## src/qpi_cmd_defines.svh

```systemverilog
// Opcodes, field positions, counts and reset values of the command decoder
`ifndef QPI_CMD_DEFINES_SVH
`define QPI_CMD_DEFINES_SVH
// ----------------------------------------------------------------------
// Opcodes
// ----------------------------------------------------------------------
`define OP_FAST_READ     8'h0b
`define OP_WRAP_READ     8'h0c
`define OP_QUAD_READ     8'heb
`define OP_PAGE_FILL     8'h02
`define OP_QUAD_FILL     8'h32
`define OP_SMALL_CLR     8'h20
`define OP_MID_CLR       8'h52
`define OP_LARGE_CLR     8'hd8
`define OP_CHIP_CLR_A    8'h60
`define OP_CHIP_CLR_B    8'hc7
`define OP_PAUSE         8'h75
`define OP_CONTINUE      8'h7a
`define OP_WRITE_ARM     8'h06
`define OP_WRITE_DISARM  8'h04
`define OP_VOL_ARM       8'h50
`define OP_STAT_RD       8'h05
`define OP_STAT_UP_RD    8'h35
`define OP_STAT_WR       8'h01
`define OP_STAT_UP_WR    8'h31
`define OP_PARAM_SET     8'hc0
`define OP_ID_READ       8'h9f
`define OP_QPI_EXIT      8'hff
`define OP_QPI_ENTER     8'h38
`define OP_RST_ARM       8'h66
`define OP_RST           8'h99
`define OP_SEC_PROG      8'h42
`define OP_SEC_CLR       8'h44
// ----------------------------------------------------------------------
// Phase counts
// ----------------------------------------------------------------------
`define OPC_LAST_NIB     4'h1
`define SPI_LAST_BIT     4'h7
`define ADDR_LAST_NIB    4'h5
`define STAT_WR_MAX      9'h002
`define ONE_BYTE_MAX     9'h001
`define ID_LAST_IDX      2'h3
// ----------------------------------------------------------------------
// Read parameter byte
// ----------------------------------------------------------------------
`define PARAM_RST        8'h00
`define DUMMY_SEL_HI     5
`define DUMMY_SEL_LO     4
`define WRAP_SEL_HI      1
`define WRAP_SEL_LO      0
`define DUMMY_SEL0       4'ha
`define DUMMY_SEL1       4'h4
`define DUMMY_SEL2       4'h6
`define DUMMY_SEL3       4'h8
`define WRAP_BASE        8'h08
// ----------------------------------------------------------------------
// Security area address fields and status latch bit
// ----------------------------------------------------------------------
`define SEC_TOP_ZERO     8'h00
`define SEC_MID_ZERO     3'h0
`define SEC_AREA_FIRST   4'h1
`define SEC_AREA_LAST    4'h3
`define WEL_BIT          1
`endif

```

## src/qpi_cmd_pkg.sv

```systemverilog
// Types shared by the command decoder
package qpi_cmd_pkg;
  typedef enum logic [2:0] {
    ST_IDLE, ST_OPCODE, ST_ADDR, ST_DUMMY,
    ST_DIN, ST_DOUT, ST_WAIT, ST_IGNORE
  } st_t;
endpackage : qpi_cmd_pkg

```

## src/pin_sync.sv

```systemverilog
// Two flip-flop synchroniser for pin inputs
`timescale 1ns/10ps
module pin_sync #(
  parameter int WIDTH = 1
) (
  // Clock and reset
  input  wire logic             clk_i,
  input  wire logic             rst_i,
  // Data
  input  wire logic [WIDTH-1:0] d_i,
  output logic      [WIDTH-1:0] q_o
);
  logic [WIDTH-1:0] meta_q;

  // Each lane gets its own pair; first stage feeds only the second
  genvar g;
  generate
    for (g = 0; g < WIDTH; g++) begin : g_lane
      always_ff @(posedge clk_i) begin
        if (rst_i) begin
          meta_q[g] <= 1'b1;
          q_o[g]    <= 1'b1;
        end else begin
          meta_q[g] <= d_i[g];
          q_o[g]    <= meta_q[g];
        end
      end
    end
  endgenerate
endmodule : pin_sync

```

## src/byte_store.sv

```systemverilog
// Small page buffer with registered read data
`timescale 1ns/10ps
module byte_store #(
  parameter int AW = 8
) (
  // Clock and reset
  input  wire logic          clk_i,
  input  wire logic          rst_i,
  // Write port
  input  wire logic          we_i,
  input  wire logic [AW-1:0] waddr_i,
  input  wire logic [7:0]    wdata_i,
  // Read port
  input  wire logic [AW-1:0] raddr_i,
  output logic      [7:0]    rdata_o
);
  logic [7:0] mem [0:(1<<AW)-1];

  always_ff @(posedge clk_i) begin
    if (we_i) begin
      mem[waddr_i] <= wdata_i;
    end
  end

  always_ff @(posedge clk_i) begin
    if (rst_i) begin
      rdata_o <= 8'h00;
    end else begin
      rdata_o <= mem[raddr_i];
    end
  end
endmodule : byte_store

```

## src/qpi_command_write_latch.sv

```systemverilog
// QPI command decoder with write-enable latch and page buffer
`timescale 1ns/10ps
`include "qpi_cmd_defines.svh"
module qpi_command_write_latch import qpi_cmd_pkg::*; #(
  parameter int          PAGE_AW = 8,
  parameter logic [7:0]  MFR_ID  = 8'h5a,   // Arbitrary value
  parameter logic [15:0] DEV_ID  = 16'h1234 // Arbitrary value
) (
  // Clock and reset
  input  wire logic        SYS_CLK_I,
  input  wire logic        SRST_I,
  // Flash pins
  input  wire logic        SCLK_I,
  input  wire logic        CS_N_I,
  input  wire logic [3:0]  IO_I,
  output logic      [3:0]  IO_O,
  output logic      [3:0]  IO_OE_O,
  // Operation report
  output logic             OP_VALID_O,
  output logic      [7:0]  OP_CODE_O,
  output logic      [23:0] OP_ADDR_O,
  output logic      [8:0]  OP_NBYTES_O,
  output logic      [1:0]  SEC_AREA_O,
  // Status write report
  output logic      [7:0]  STAT_LO_O,
  output logic      [7:0]  STAT_HI_O,
  output logic             STAT_HI_VALID_O,
  output logic             STAT_VOLATILE_O,
  // Mode and configuration
  output logic             WEL_O,
  output logic             QPI_MODE_O,
  output logic      [3:0]  DUMMY_CLKS_O,
  output logic      [1:0]  WRAP_SEL_O
);
  // ----------------------------------------------------------------------
  // Opcode classes
  // ----------------------------------------------------------------------
  function automatic logic needs_wel(input logic [7:0] op);
    needs_wel = (op == `OP_PAGE_FILL)  || (op == `OP_QUAD_FILL)  ||
                (op == `OP_SMALL_CLR)  || (op == `OP_MID_CLR)    ||
                (op == `OP_LARGE_CLR)  || (op == `OP_CHIP_CLR_A) ||
                (op == `OP_CHIP_CLR_B) || (op == `OP_STAT_WR)    ||
                (op == `OP_STAT_UP_WR) || (op == `OP_SEC_PROG)   ||
                (op == `OP_SEC_CLR);
  endfunction : needs_wel

  function automatic logic is_read(input logic [7:0] op);
    is_read = (op == `OP_FAST_READ) || (op == `OP_WRAP_READ) ||
              (op == `OP_QUAD_READ);
  endfunction : is_read

  function automatic logic is_prog(input logic [7:0] op);
    is_prog = (op == `OP_PAGE_FILL) || (op == `OP_QUAD_FILL) ||
              (op == `OP_SEC_PROG);
  endfunction : is_prog

  function automatic logic has_addr(input logic [7:0] op);
    has_addr = is_read(op) || is_prog(op) || (op == `OP_SMALL_CLR) ||
               (op == `OP_MID_CLR) || (op == `OP_LARGE_CLR) ||
               (op == `OP_SEC_CLR);
  endfunction : has_addr

  function automatic logic has_data(input logic [7:0] op);
    has_data = is_prog(op) || (op == `OP_STAT_WR) ||
               (op == `OP_STAT_UP_WR) || (op == `OP_PARAM_SET);
  endfunction : has_data

  function automatic logic is_dout(input logic [7:0] op);
    is_dout = (op == `OP_ID_READ) || (op == `OP_STAT_RD) ||
              (op == `OP_STAT_UP_RD);
  endfunction : is_dout

  function automatic logic qpi_known(input logic [7:0] op);
    qpi_known = needs_wel(op) || is_read(op) || is_dout(op) ||
                (op == `OP_PAUSE) || (op == `OP_CONTINUE) ||
                (op == `OP_WRITE_ARM) || (op == `OP_WRITE_DISARM) ||
                (op == `OP_VOL_ARM) || (op == `OP_PARAM_SET) ||
                (op == `OP_QPI_EXIT) || (op == `OP_RST_ARM) ||
                (op == `OP_RST);
  endfunction : qpi_known

  function automatic logic [1:0] sec_area(input logic [23:0] a);
    logic hit;
    hit = (a[23:16] == `SEC_TOP_ZERO) && (a[11:9] == `SEC_MID_ZERO) &&
          (a[15:12] >= `SEC_AREA_FIRST) && (a[15:12] <= `SEC_AREA_LAST);
    sec_area = hit ? a[13:12] : 2'h0;
  endfunction : sec_area

  function automatic logic [23:0] wrap_next(input logic [23:0] a,
                                            input logic [1:0]  sel);
    logic [7:0] m;
    m = (`WRAP_BASE << sel) - 8'h01;
    wrap_next = {a[23:8], (a[7:0] & ~m) | ((a[7:0] + 8'h01) & m)};
  endfunction : wrap_next

  // ----------------------------------------------------------------------
  // Pin sampling
  // ----------------------------------------------------------------------
  logic       sclk_s;
  logic       cs_n_s;
  logic [3:0] io_s;
  logic       sclk_p_q;
  logic       cs_p_q;

  pin_sync #(.WIDTH(6)) u_sync (
    .clk_i (SYS_CLK_I),
    .rst_i (SRST_I),
    .d_i   ({SCLK_I, CS_N_I, IO_I}),
    .q_o   ({sclk_s, cs_n_s, io_s})
  );

  always_ff @(posedge SYS_CLK_I) begin
    if (SRST_I) begin
      // Same level as the synchroniser's reset, so no false rise follows
      sclk_p_q <= 1'b1;
      cs_p_q   <= 1'b1;
    end else begin
      sclk_p_q <= sclk_s;
      cs_p_q   <= cs_n_s;
    end
  end

  wire sclk_rise = sclk_s & ~sclk_p_q;
  wire sclk_fall = ~sclk_s & sclk_p_q;
  wire cs_fall   = ~cs_n_s & cs_p_q;
  wire cs_rise   = cs_n_s & ~cs_p_q;

  // ----------------------------------------------------------------------
  // State
  // ----------------------------------------------------------------------
  st_t         st_q, st_d;
  logic [7:0]  sh_q, sh_d;
  logic [3:0]  cnt_q, cnt_d;
  logic [7:0]  op_q, op_d;
  logic [23:0] addr_q, addr_d;
  logic [3:0]  dcnt_q, dcnt_d;
  logic [8:0]  nby_q, nby_d;
  logic        half_q, half_d;
  logic [3:0]  out_q, out_d;
  logic        oe_q, oe_d;
  logic [1:0]  idx_q, idx_d;
  logic [7:0]  d0_q, d0_d;
  logic [7:0]  d1_q, d1_d;
  logic        we;
  logic        wel_q;
  logic        vol_q;
  logic        rarm_q;
  logic        qpi_q;
  logic [7:0]  param_q;
  logic [7:0]  mem_rd;

  // IO3 carries the highest bit of each nibble
  wire [7:0] nib_byte  = {sh_q[3:0], io_s};
  wire [7:0] bit_byte  = {sh_q[6:0], io_s[0]};
  wire [7:0] opc_in    = qpi_q ? nib_byte : bit_byte;
  wire       opc_last  = qpi_q ? (cnt_q == `OPC_LAST_NIB)
                               : (cnt_q == `SPI_LAST_BIT);
  wire       opc_known = qpi_q ? qpi_known(opc_in)
                               : (opc_in == `OP_QPI_ENTER);
  wire       opc_stat  = (opc_in == `OP_STAT_WR) ||
                         (opc_in == `OP_STAT_UP_WR);
  // Refuse writing commands without the latch
  // Volatile arm admits only a status write
  wire       opc_ok    = opc_known & (~needs_wel(opc_in) | wel_q |
                                      (opc_stat & vol_q));

  wire [1:0] dsel      = param_q[`DUMMY_SEL_HI:`DUMMY_SEL_LO];
  wire [1:0] wsel      = param_q[`WRAP_SEL_HI:`WRAP_SEL_LO];
  // Dummy count from the read parameter byte
  wire [3:0] dummy_n   = (dsel == 2'h0) ? `DUMMY_SEL0 :
                         (dsel == 2'h1) ? `DUMMY_SEL1 :
                         (dsel == 2'h2) ? `DUMMY_SEL2 : `DUMMY_SEL3;
  // Byte limit for status and parameter writes
  wire [8:0] din_max   = (op_q == `OP_STAT_WR) ? `STAT_WR_MAX
                                               : `ONE_BYTE_MAX;

  // Maker byte then two device bytes, zero afterwards
  wire [7:0] id_byte   = (idx_q == 2'h0) ? MFR_ID :
                         (idx_q == 2'h1) ? DEV_ID[15:8] :
                         (idx_q == 2'h2) ? DEV_ID[7:0] : 8'h00;
  wire [7:0] stat_byte = 8'h00 | ({7'h00, wel_q} << `WEL_BIT);
  wire [7:0] src_byte  = (op_q == `OP_ID_READ)    ? id_byte :
                         (op_q == `OP_STAT_RD)    ? stat_byte :
                         (op_q == `OP_STAT_UP_RD) ? STAT_HI_O : mem_rd;
  wire [23:0] rd_next  = (op_q == `OP_WRAP_READ) ? wrap_next(addr_q, wsel)
                                                 : addr_q + 24'h000001;

  localparam logic [PAGE_AW-1:0] AW_ONE = {{(PAGE_AW-1){1'b0}}, 1'b1};

  // ----------------------------------------------------------------------
  // Command sequencer
  // ----------------------------------------------------------------------
  always_comb begin
    st_d   = st_q;
    sh_d   = sh_q;
    cnt_d  = cnt_q;
    op_d   = op_q;
    addr_d = addr_q;
    dcnt_d = dcnt_q;
    nby_d  = nby_q;
    half_d = half_q;
    out_d  = out_q;
    oe_d   = oe_q;
    idx_d  = idx_q;
    d0_d   = d0_q;
    d1_d   = d1_q;
    we     = 1'b0;
    case (st_q)
      ST_OPCODE: if (sclk_rise) begin
        sh_d  = opc_in;
        cnt_d = cnt_q + 4'h1;
        if (opc_last) begin
          op_d  = opc_in;
          cnt_d = 4'h0;
          idx_d = 2'h0;
          // Unknown or refused opcode waits for select
          if (!opc_ok) begin
            st_d = ST_IGNORE;
          end else if (has_addr(opc_in)) begin
            st_d = ST_ADDR;
          end else if (is_dout(opc_in)) begin
            st_d = ST_DOUT;
          end else if (has_data(opc_in)) begin
            st_d = ST_DIN;
          end else begin
            st_d = ST_WAIT;
          end
        end
      end
      ST_ADDR: if (sclk_rise) begin
        addr_d = {addr_q[19:0], io_s};
        cnt_d  = cnt_q + 4'h1;
        if (cnt_q == `ADDR_LAST_NIB) begin
          cnt_d  = 4'h0;
          dcnt_d = 4'h0;
          // Program goes straight to data, no dummy
          // Erase with address then waits for select
          if (is_read(op_q)) begin
            st_d = ST_DUMMY;
          end else if (has_data(op_q)) begin
            st_d = ST_DIN;
          end else begin
            st_d = ST_WAIT;
          end
        end
      end
      ST_DUMMY: if (sclk_rise) begin
        dcnt_d = dcnt_q + 4'h1;
        if (dcnt_q == dummy_n - 4'h1) begin
          st_d = ST_DOUT;
        end
      end
      ST_DIN: if (sclk_rise) begin
        sh_d  = nib_byte;
        cnt_d = {3'h0, ~cnt_q[0]};
        if (cnt_q[0]) begin
          nby_d = nby_q + 9'h001;
          if (is_prog(op_q)) begin
            // Data bytes fill the page, wrapping inside it
            we = 1'b1;
            addr_d[PAGE_AW-1:0] = addr_q[PAGE_AW-1:0] + AW_ONE;
          end else if (nby_q >= din_max) begin
            st_d = ST_IGNORE;
          end else if (nby_q == 9'h000) begin
            d0_d = nib_byte;
          end else begin
            d1_d = nib_byte;
          end
        end
      end
      // Output one nibble per falling edge on four lines
      // Upper nibble of each byte first
      ST_DOUT: if (sclk_fall) begin
        oe_d = 1'b1;
        if (!half_q) begin
          out_d  = src_byte[7:4];
          half_d = 1'b1;
        end else begin
          out_d  = src_byte[3:0];
          half_d = 1'b0;
          if (op_q == `OP_ID_READ) begin
            idx_d = (idx_q == `ID_LAST_IDX) ? idx_q : idx_q + 2'h1;
          end else begin
            addr_d = rd_next;
          end
        end
      end
      // Extra clocks void a no-argument command
      ST_WAIT: if (sclk_rise) begin
        st_d = ST_IGNORE;
      end
      ST_IDLE, ST_IGNORE: begin
        st_d = st_q;
      end
      default: begin
        st_d = ST_IDLE;
      end
    endcase
    if (cs_fall) begin
      st_d   = ST_OPCODE;
      cnt_d  = 4'h0;
      nby_d  = 9'h000;
      half_d = 1'b0;
    end
    if (cs_rise) begin
      st_d = ST_IDLE;
      oe_d = 1'b0;
    end
  end

  always_ff @(posedge SYS_CLK_I) begin
    if (SRST_I) begin
      st_q   <= ST_IDLE;
      sh_q   <= 8'h00;
      cnt_q  <= 4'h0;
      op_q   <= 8'h00;
      addr_q <= 24'h000000;
      dcnt_q <= 4'h0;
      nby_q  <= 9'h000;
      half_q <= 1'b0;
      out_q  <= 4'h0;
      oe_q   <= 1'b0;
      idx_q  <= 2'h0;
      d0_q   <= 8'h00;
      d1_q   <= 8'h00;
    end else begin
      st_q   <= st_d;
      sh_q   <= sh_d;
      cnt_q  <= cnt_d;
      op_q   <= op_d;
      addr_q <= addr_d;
      dcnt_q <= dcnt_d;
      nby_q  <= nby_d;
      half_q <= half_d;
      out_q  <= out_d;
      oe_q   <= oe_d;
      idx_q  <= idx_d;
      d0_q   <= d0_d;
      d1_q   <= d1_d;
    end
  end

  byte_store #(.AW(PAGE_AW)) u_store (
    .clk_i   (SYS_CLK_I),
    .rst_i   (SRST_I),
    .we_i    (we),
    .waddr_i (addr_q[PAGE_AW-1:0]),
    .wdata_i (nib_byte),
    .raddr_i (addr_q[PAGE_AW-1:0]),
    .rdata_o (mem_rd)
  );

  // ----------------------------------------------------------------------
  // Completion and control state
  // ----------------------------------------------------------------------
  // Completion needs a whole byte count; a half byte aborts
  wire din_done = (st_q == ST_DIN) & (cnt_q == 4'h0) & (nby_q != 9'h000);
  wire done     = cs_rise & ((st_q == ST_WAIT) | din_done);
  wire done_wr  = done & needs_wel(op_q);
  wire rst_done = done & (op_q == `OP_RST) & rarm_q;
  wire pause_ev = done & ((op_q == `OP_PAUSE) | (op_q == `OP_CONTINUE));

  always_ff @(posedge SYS_CLK_I) begin
    if (SRST_I) begin
      wel_q <= 1'b0;
    end else if (done_wr | rst_done | (done & ((op_q == `OP_WRITE_DISARM) |
                                              (op_q == `OP_VOL_ARM)))) begin
      wel_q <= 1'b0;
    // Arm sets the latch for one writing command
    end else if (done & (op_q == `OP_WRITE_ARM)) begin
      wel_q <= 1'b1;
    end
  end

  // Arms last only until the next select ends
  always_ff @(posedge SYS_CLK_I) begin
    if (SRST_I) begin
      vol_q  <= 1'b0;
      rarm_q <= 1'b0;
    end else if (cs_rise) begin
      // Only the next command sees the volatile arm
      vol_q  <= done & (op_q == `OP_VOL_ARM);
      rarm_q <= done & (op_q == `OP_RST_ARM);
    end
  end

  always_ff @(posedge SYS_CLK_I) begin
    if (SRST_I) begin
      qpi_q <= 1'b0;
    end else if (done & (op_q == `OP_QPI_EXIT)) begin
      qpi_q <= 1'b0;
    end else if (done & (op_q == `OP_QPI_ENTER)) begin
      qpi_q <= 1'b1;
    end
  end

  always_ff @(posedge SYS_CLK_I) begin
    if (SRST_I | rst_done) begin
      param_q <= `PARAM_RST;
    end else if (done & (op_q == `OP_PARAM_SET)) begin
      param_q <= d0_q;
    end
  end

  // Writing commands, pause, continue and armed reset reported on completion
  always_ff @(posedge SYS_CLK_I) begin
    if (SRST_I) begin
      OP_VALID_O  <= 1'b0;
      OP_CODE_O   <= 8'h00;
      OP_ADDR_O   <= 24'h000000;
      OP_NBYTES_O <= 9'h000;
      SEC_AREA_O  <= 2'h0;
    end else begin
      OP_VALID_O <= done_wr | pause_ev | rst_done;
      if (done) begin
        OP_CODE_O   <= op_q;
        OP_ADDR_O   <= addr_q;
        OP_NBYTES_O <= nby_q;
        SEC_AREA_O  <= sec_area(addr_q);
      end
    end
  end

  always_ff @(posedge SYS_CLK_I) begin
    if (SRST_I) begin
      STAT_LO_O       <= 8'h00;
      STAT_HI_O       <= 8'h00;
      STAT_HI_VALID_O <= 1'b0;
      STAT_VOLATILE_O <= 1'b0;
    end else if (done & (op_q == `OP_STAT_WR)) begin
      STAT_LO_O       <= d0_q;
      STAT_HI_O       <= (nby_q == `STAT_WR_MAX) ? d1_q : STAT_HI_O;
      STAT_HI_VALID_O <= (nby_q == `STAT_WR_MAX);
      STAT_VOLATILE_O <= vol_q;
    end else if (done & (op_q == `OP_STAT_UP_WR)) begin
      STAT_HI_O       <= d0_q;
      STAT_HI_VALID_O <= 1'b1;
      STAT_VOLATILE_O <= vol_q;
    end
  end

  assign IO_O         = out_q;
  assign IO_OE_O      = {4{oe_q}};
  assign WEL_O        = wel_q;
  assign QPI_MODE_O   = qpi_q;
  assign DUMMY_CLKS_O = dummy_n;
  assign WRAP_SEL_O   = wsel;
endmodule : qpi_command_write_latch

```

## config.mk

```make
export PLATFORM = sky130hd
export DESIGN_NAME = qpi_command_write_latch
export DESIGN_NICKNAME = d
export VERILOG_FILES = /design/src/qpi_cmd_pkg.sv /design/src/pin_sync.sv /design/src/byte_store.sv /design/src/qpi_command_write_latch.sv
export VERILOG_INCLUDE_DIRS = /design/src
export SDC_FILE = /design/constraint.sdc
export NUM_CORES = 2
export LEC_CHECK = 0
export BUFFER_PORTS_ARGS = -buffer_cell sky130_fd_sc_hd__buf_2
export CAP_MARGIN = 5
export CORE_MARGIN = 2
export CORE_UTILIZATION = 50
export CTS_CLUSTER_DIAMETER = 60
export DETAILED_ROUTE_END_ITERATION = 12
export PLACE_DENSITY = 0.74
export SLEW_MARGIN = 20
export SYNTH_ARGS = -nofsm -noshare
export SYNTH_HDL_FRONTEND = slang
export SYNTH_HIERARCHICAL = 1
export SYNTH_SLANG_ARGS = --single-unit
```

## constraint.sdc

```tcl
create_clock -name SYS_CLK_I -period 5.8 [get_ports SYS_CLK_I]
set_clock_uncertainty 0.15 [all_clocks]
set_input_delay 1.16 -clock SYS_CLK_I [delete_from_list [all_inputs] [get_ports SYS_CLK_I]]
set_output_delay 1.16 -clock SYS_CLK_I [all_outputs]
set_load 0.02 [all_outputs]
```

; Yosys cells after proc, flatten, opt, wreduce, memory -nomap -nowiden
; Memory sizes are Yosys's and may differ from the RTL's. A register that Yosys moved wholly into a read port is not among the register bits.
; Cells that the tools add are included.
[word_totals]
wordCells = 368
output_inout_bits = 78
regBits = 169
input_bits = 8
memories = 1
mem_bits_rw = 2048
[op_classes]
eq_ne = 100
order_cmp = 3
n_reduce_logical = 89
addsub = 8
n_mux = 78
bitwise_logic = 45
shift = 1
[memory_table]
columns = name, words, word_bits, rd, rd_ports_with_merged_regs, wr, line_no
row1 = u_store.mem, 256, 8, 1, 1, 1, byte_store.sv:17  ; logic [7:0] mem [0:(1<<AW)-1];
[op_table]
columns = operator, count
row1 = == test 8 x 7 -> 1 bit (second input constant), 16
row2 = two-way mux 24 bit, 5
row3 = == test 8 bit (second input constant), 14
row4 = == test 8 x 6 -> 1 bit (second input constant), 10
row5 = two-way mux 8 bit, 10
row6 = logical OR 1 bit, 51
row7 = == test 8 x 3 -> 1 bit (second input constant), 6
row8 = two-way mux 4 bit, 12
row9 = two-way mux 3 bit, 14
row10 = != test 2 bit (second input constant), 18
row11 = != test 3 bit (second input constant), 11
row12 = == test 8 x 4 -> 1 bit (second input constant), 4
row13 = case mux 16 bit (2 select lines), 1
row14 = adder 24 x 1 -> 24 bit (second input constant), 1
row15 = case mux 8 bit (3 select lines), 1
row16 = AND reduction 12 bit, 2
row17 = bitwise AND 1 bit, 22
row18 = two-way mux 2 bit, 11
row19 = two-way mux 7 bit, 3
row20 = AND reduction 6 bit, 3
row21 = bitwise AND 8 bit, 2
row22 = == test 8 x 1 -> 1 bit (second input constant), 2
row23 = == test 8 x 2 -> 1 bit (second input constant), 2
row24 = case mux 3 bit (5 select lines), 1
row25 = other kinds (48), 102

; Logic depth before layout (Yosys ltp)
[depth]
ltp_word = 30
mapped_depth = 12
depth_no_buf = 11

; Modules after synthesis
; The synthesis kept the hierarchy.
[modules_own_cells]
columns = mod, instances, cells_per_inst, seq_area_each_um2, area_per_inst_um2
row1 = byte_store, 1, 4027, 61659.1, 80597.3
row2 = qpi_command_write_latch, 1, 1099, 3103.0, 8739.6
row3 = pin_sync, 1, 25, 240.2, 320.3

; Worst setup path before layout
; Ideal clock, no wire load.
[synth_timing]
path_type = register to register
start = register sh_q[2]
end = register st_q[2]
path_stages_with_launch = 9
required_ns = 5.515
t_arrival_ns = 5.465
setup_slack_ns = 0.051
path_cell_list = dfxtp_1 -> buf_2 -> or3b_4 -> nand2_2 -> nand2_1 -> o21ba_1 -> a221o_2 -> a2111oi_2 -> o32ai_1
[synth_between]
elab_chain_cells = 29
elab_cells_between_ends = 71
classes_between = 27 x eq/ne / 7 x mux / 5 x bitwise / 32 x reduce/logical
[synth_rtl]
columns = element, line_no
row1 = "start, declared", qpi_command_write_latch.sv:132  ; logic [7:0] sh_q, sh_d;
row2 = "start signal, assigned", qpi_command_write_latch.sv:314  ; sh_q <= 8'h00;
row3 = "start signal, assigned", qpi_command_write_latch.sv:328  ; sh_q <= sh_d;
row4 = two-way mux 8 bit *, qpi_command_write_latch.sv:155  ; wire [7:0] opc_in = qpi_q ? nib_byte : bit_byte;
row5 = == test 8 x 2 -> 1 bit (no line) / == test 8 x 6 -> 1 bit (equally long branches), n/a
row6 = logical OR 1 bit, "qpi_command_write_latch.sv:39, qpi_command_write_latch.sv:53"
row7 = logical OR 1 bit (9 in a row), qpi_command_write_latch.sv:39  ; needs_wel = (op == `OP_PAGE_FILL) || (op == `OP_QUAD_FILL) ||
row8 = logical OR 1 bit (11 in a row), qpi_command_write_latch.sv:74  ; qpi_known = needs_wel(op) || is_read(op) || is_dout(op) ||
row9 = two-way mux 1 bit, qpi_command_write_latch.sv:158  ; wire opc_known = qpi_q ? qpi_known(opc_in)
row10 = bitwise AND 1 bit, qpi_command_write_latch.sv:164  ; wire opc_ok = opc_known & (~needs_wel(opc_in) | wel_q |
row11 = two-way mux 3 bit *, qpi_command_write_latch.sv:217  ; if (!opc_ok) begin
row12 = two-way mux 3 bit *, qpi_command_write_latch.sv:212  ; if (opc_last) begin
row13 = two-way mux 3 bit *, qpi_command_write_latch.sv:209  ; ST_OPCODE: if (sclk_rise) begin
row14 = case mux 3 bit (5 select lines) *, qpi_command_write_latch.sv:208  ; case (st_q)
row15 = "end signal, assigned", qpi_command_write_latch.sv:327  ; st_q <= st_d;
row16 = "end, declared", qpi_command_write_latch.sv:131  ; st_t st_q, st_d;
; Mark *: on every way between the ends. The rest lies on a longest branch, timed or not. The select of a mux whose other input is x is not followed.
; A chain may end at the register's enable or synchronous reset.

==> out/qor.yml <==
global_route:
  grt_pass1_vias: 47900
  track_usage_pct: 25.0
  grt_max_degree: 201
  grt_pass1_wl_um: 333000
  antenna_found_initial: 8
  grt.overflow.total: 0
setup_path:
  r2r_end: "u_store/rdata_o[4]"
  arrival_ns: 5.13
  critPathCapture: "u_store/rdata_o[4]"
  cp.buffers_inverters: 2
  critPathMaxStageDelay_ns: 0.85
  timing_worst_setup_path_type: "reg -> reg"
  cp.depth: 9
  crit_path_start: "addr_q[0]"
  timing.rr.start: "addr_q[0]"
  startpoint_type: "flop"
  cp_cell_sequence: "buf_4 > buf_12 > mux4_2 > nand2_1 > nand2_1 > a21oi_1 > nor4_2 > nand4_1 > o31ai_1"
  ff2ff_path_depth: 9
  worstSetupEndpointType: "flop"
  cp_max_fo: 62
  cp_common_cell: "nand2_1"
  slowest_stage: "nor4_2"
  cp.required_ns: 6.39
  cp_top_family: "simple AND/OR/NAND/NOR gates"
  rrSetupSlack_ns: 1.26
floorplan:
  coreArea_um2: 178000
  fp.dieW_um: 427
  pin_count: 86
  fp.dieH_um: 427
  rows: 155
  die_area_um2: 183000
  start_util_pct: 50.3
timing:
  setup_viol_count_final: 0
  tightest_slew_ns: 1.23
  rsz0062_at_grt: "no"
  slew_headroom_pct: 17.9
  finalCriticalPeriod_ns: 4.54
  layout_setup_ws_ns: 1.26
  finalSetupTns_ns: 0
  slew_viol_final: 0
  hold_violations: 0
  max_freq_mhz: 220
  finalCritPeriodShare_pct: 78.3
placed_design:
  dpl.hpwl_um: 142000
  dp_slack_ns: 1.41
  gp_congestion: 0.917
  dpl-instance-area_um2: 91800
  io_buffer_count: 84
clock_tree:
  clock_path_buffers: 3
  clk_latency_ns: 0.87
  holdBufCountCts: 0
  post_cts_resized: 0
  cts_setup_buffers: 0
  path_clk_slew_ns: 0.06
  cts_sinks: 2223
  cts_buffers: 213
  h-tree-depth: 4
  root_buffer: "clkbuf_16"
  cts_tree: "built"
synth:
  yosysSeqAreaShare_pct: 72.5
  synthMuxAreaShare_pct: 13.6
  synth_compound_area_share_pct: 5.18
  synth-simple-area-share_pct: 5.66
  synth_area_um2: 89700
  synth_largest_area_cell: "edfxtp_1"
  async_flop_share_pct: 0
  synthCells: 5151
  synth_ff_type: "edfxtp_1"
  synth_top_cell_area_share_pct: 68.6
  synth-seq-cells: 2223
  synth-edff-count: 2048
  syn_area_per_cell_um2: 17.4
  synthXorXnorAreaFrac_pct: 0.176
  synth.distinct_cells: 106
  syn_nets: 5178
  ys_top_cells_by_count: "edfxtp_1, nor2_1, mux2i_1, mux4_2, nand2_1"
  yosysMostFrequentCell: "edfxtp_1"
  ys_warn_count: 6
  netlist_top_cells_area: "edfxtp_1, mux4_2, mux2i_1, dfxtp_1, nor2_1"
  synth_top_family_by_area: "multiplexers"
  synth_adder_area_share_pct: 0.265
job:
  maxCapViolCount: 0
drt:
  route.vias.total: 50400
  detail_route.iter0.violations: 7243
  routed_wl_um: 230000
  antenna_left: 0
  firstDrtPassIters: 8
  wl_per_cell_um: 29.7
  viasPerCell: 6.51
  drc_errors: 0
finish:
  final_core_util_pct: 55.4
  area_delta_synth_final_pct: 10.1
  drive_gt1_share_pct: 16.6
  final_nets: 5236
  final_area_um2: 98700
pwr:
  powerDensity_nw_per_um2: 315
  p_leak_nw: 29.9
  max-vdd-ir-drop_v: 0.000317
status:
  outcome: "finished, final reports clean"
min_path:
  hp-class: "reg -> reg"
  hp-start: "u_sync/meta_q[1]"
cell usage in the layout (no fill, tap or decap), types with 13 or more instances in the layout:
cell type and count:
nand2_1 318, inv_1 21, or3_1 13, ha_1 19, clkinv_1 45, o21ai_0 59
a22oi_1 51, clkinv_2 23, nor3_1 54, bufinv_16 17, nand2b_1 13, o221ai_1 75
nand3_1 65, o22ai_1 114, nor2b_1 27, buf_12 17, dfxtp_1 162, mux4_2 332
nor4_1 22, mux2i_1 371, a21oi_1 160, mux4_1 31, nor2_1 433, a211oi_1 59
clkbuf_1 59, buf_4 79, clkbuf_16 217, nand4_1 39, a31oi_1 19, buf_2 83
edfxtp_1 2048
state kept, by name (all words and copies together), names as in the netlist, 9 cells and up:
name / cells
OP_ADDR_O: 24
OP_NBYTES_O: 9
addr_q: 24
nby_q: 9
u_store/mem: 2048
worst min path at each step:
stage | to | depth (start not counted)
after global routing | u_sync/q_o[1] | 1
after floorplan | u_sync/q_o[1] | 1
after global placement | u_sync/q_o[2] | 1
final | u_sync/q_o[1] | 1
after detailed placement | u_sync/q_o[3] | 1
after CTS | u_sync/q_o[2] | 1
worst reg2reg max path, stage by stage (launching register included):
cell,delay (ns)
dfxtp_4,0.80
buf_4,0.56
buf_12,0.43
mux4_2,0.41
nand2_1,0.05
nand2_1,0.17
a21oi_1,0.28
nor4_2,0.85
nand4_1,0.47
o31ai_1,0.25
layout make-up:
class                           instances  area [um2]
Sequential cell                      2223       65000
Inverter                               24        91.3
Multi-Input combinational cell       2566       22400
Clock inverter                        110        1130
Clock buffer                          280        5710
Fill cell                           13100       79500
Timing Repair Buffer                  181        1390
Tap cell                             2355        2950
Antenna cell                            3        7.51
through the flow:
step / instances / total power, mW / hold slack (ns)
global placement: 7348 / 17.9 / 0.247
finish: 7742 / 31.1 / 0.267
CTS: 7738 / 31.3 / 0.267
floorplan: 5151 / 17.8 / 0.233
global route: 7739 / 31.9 / 0.300
detailed placement: 7348 / 17.9 / 0.238
power by group:
group	leakage (nW)	switching [mW]	internal, mW
Clock	3.30	5.89	7.69
Combinational	6.71	0.151	0.0374
Sequential	19.9	0.0337	17.3
Total	29.9	6.07	25.1
cell families after synthesis:
family          after synthesis
flops                      2223
simple gates               1106
mux                         749
compound gates              673
buf+inv                     362
fa+ha+maj                    19
xor+xnor                     18
other cells                   1
routing by layer:
layer	wire length [um]	track usage, %
met4	12300	11.9
met1	84900	33.9
met3	25400	5.17
met2	107000	38.9
met5	50	0
No activity file was read; power rests on OpenSTA's default activity.
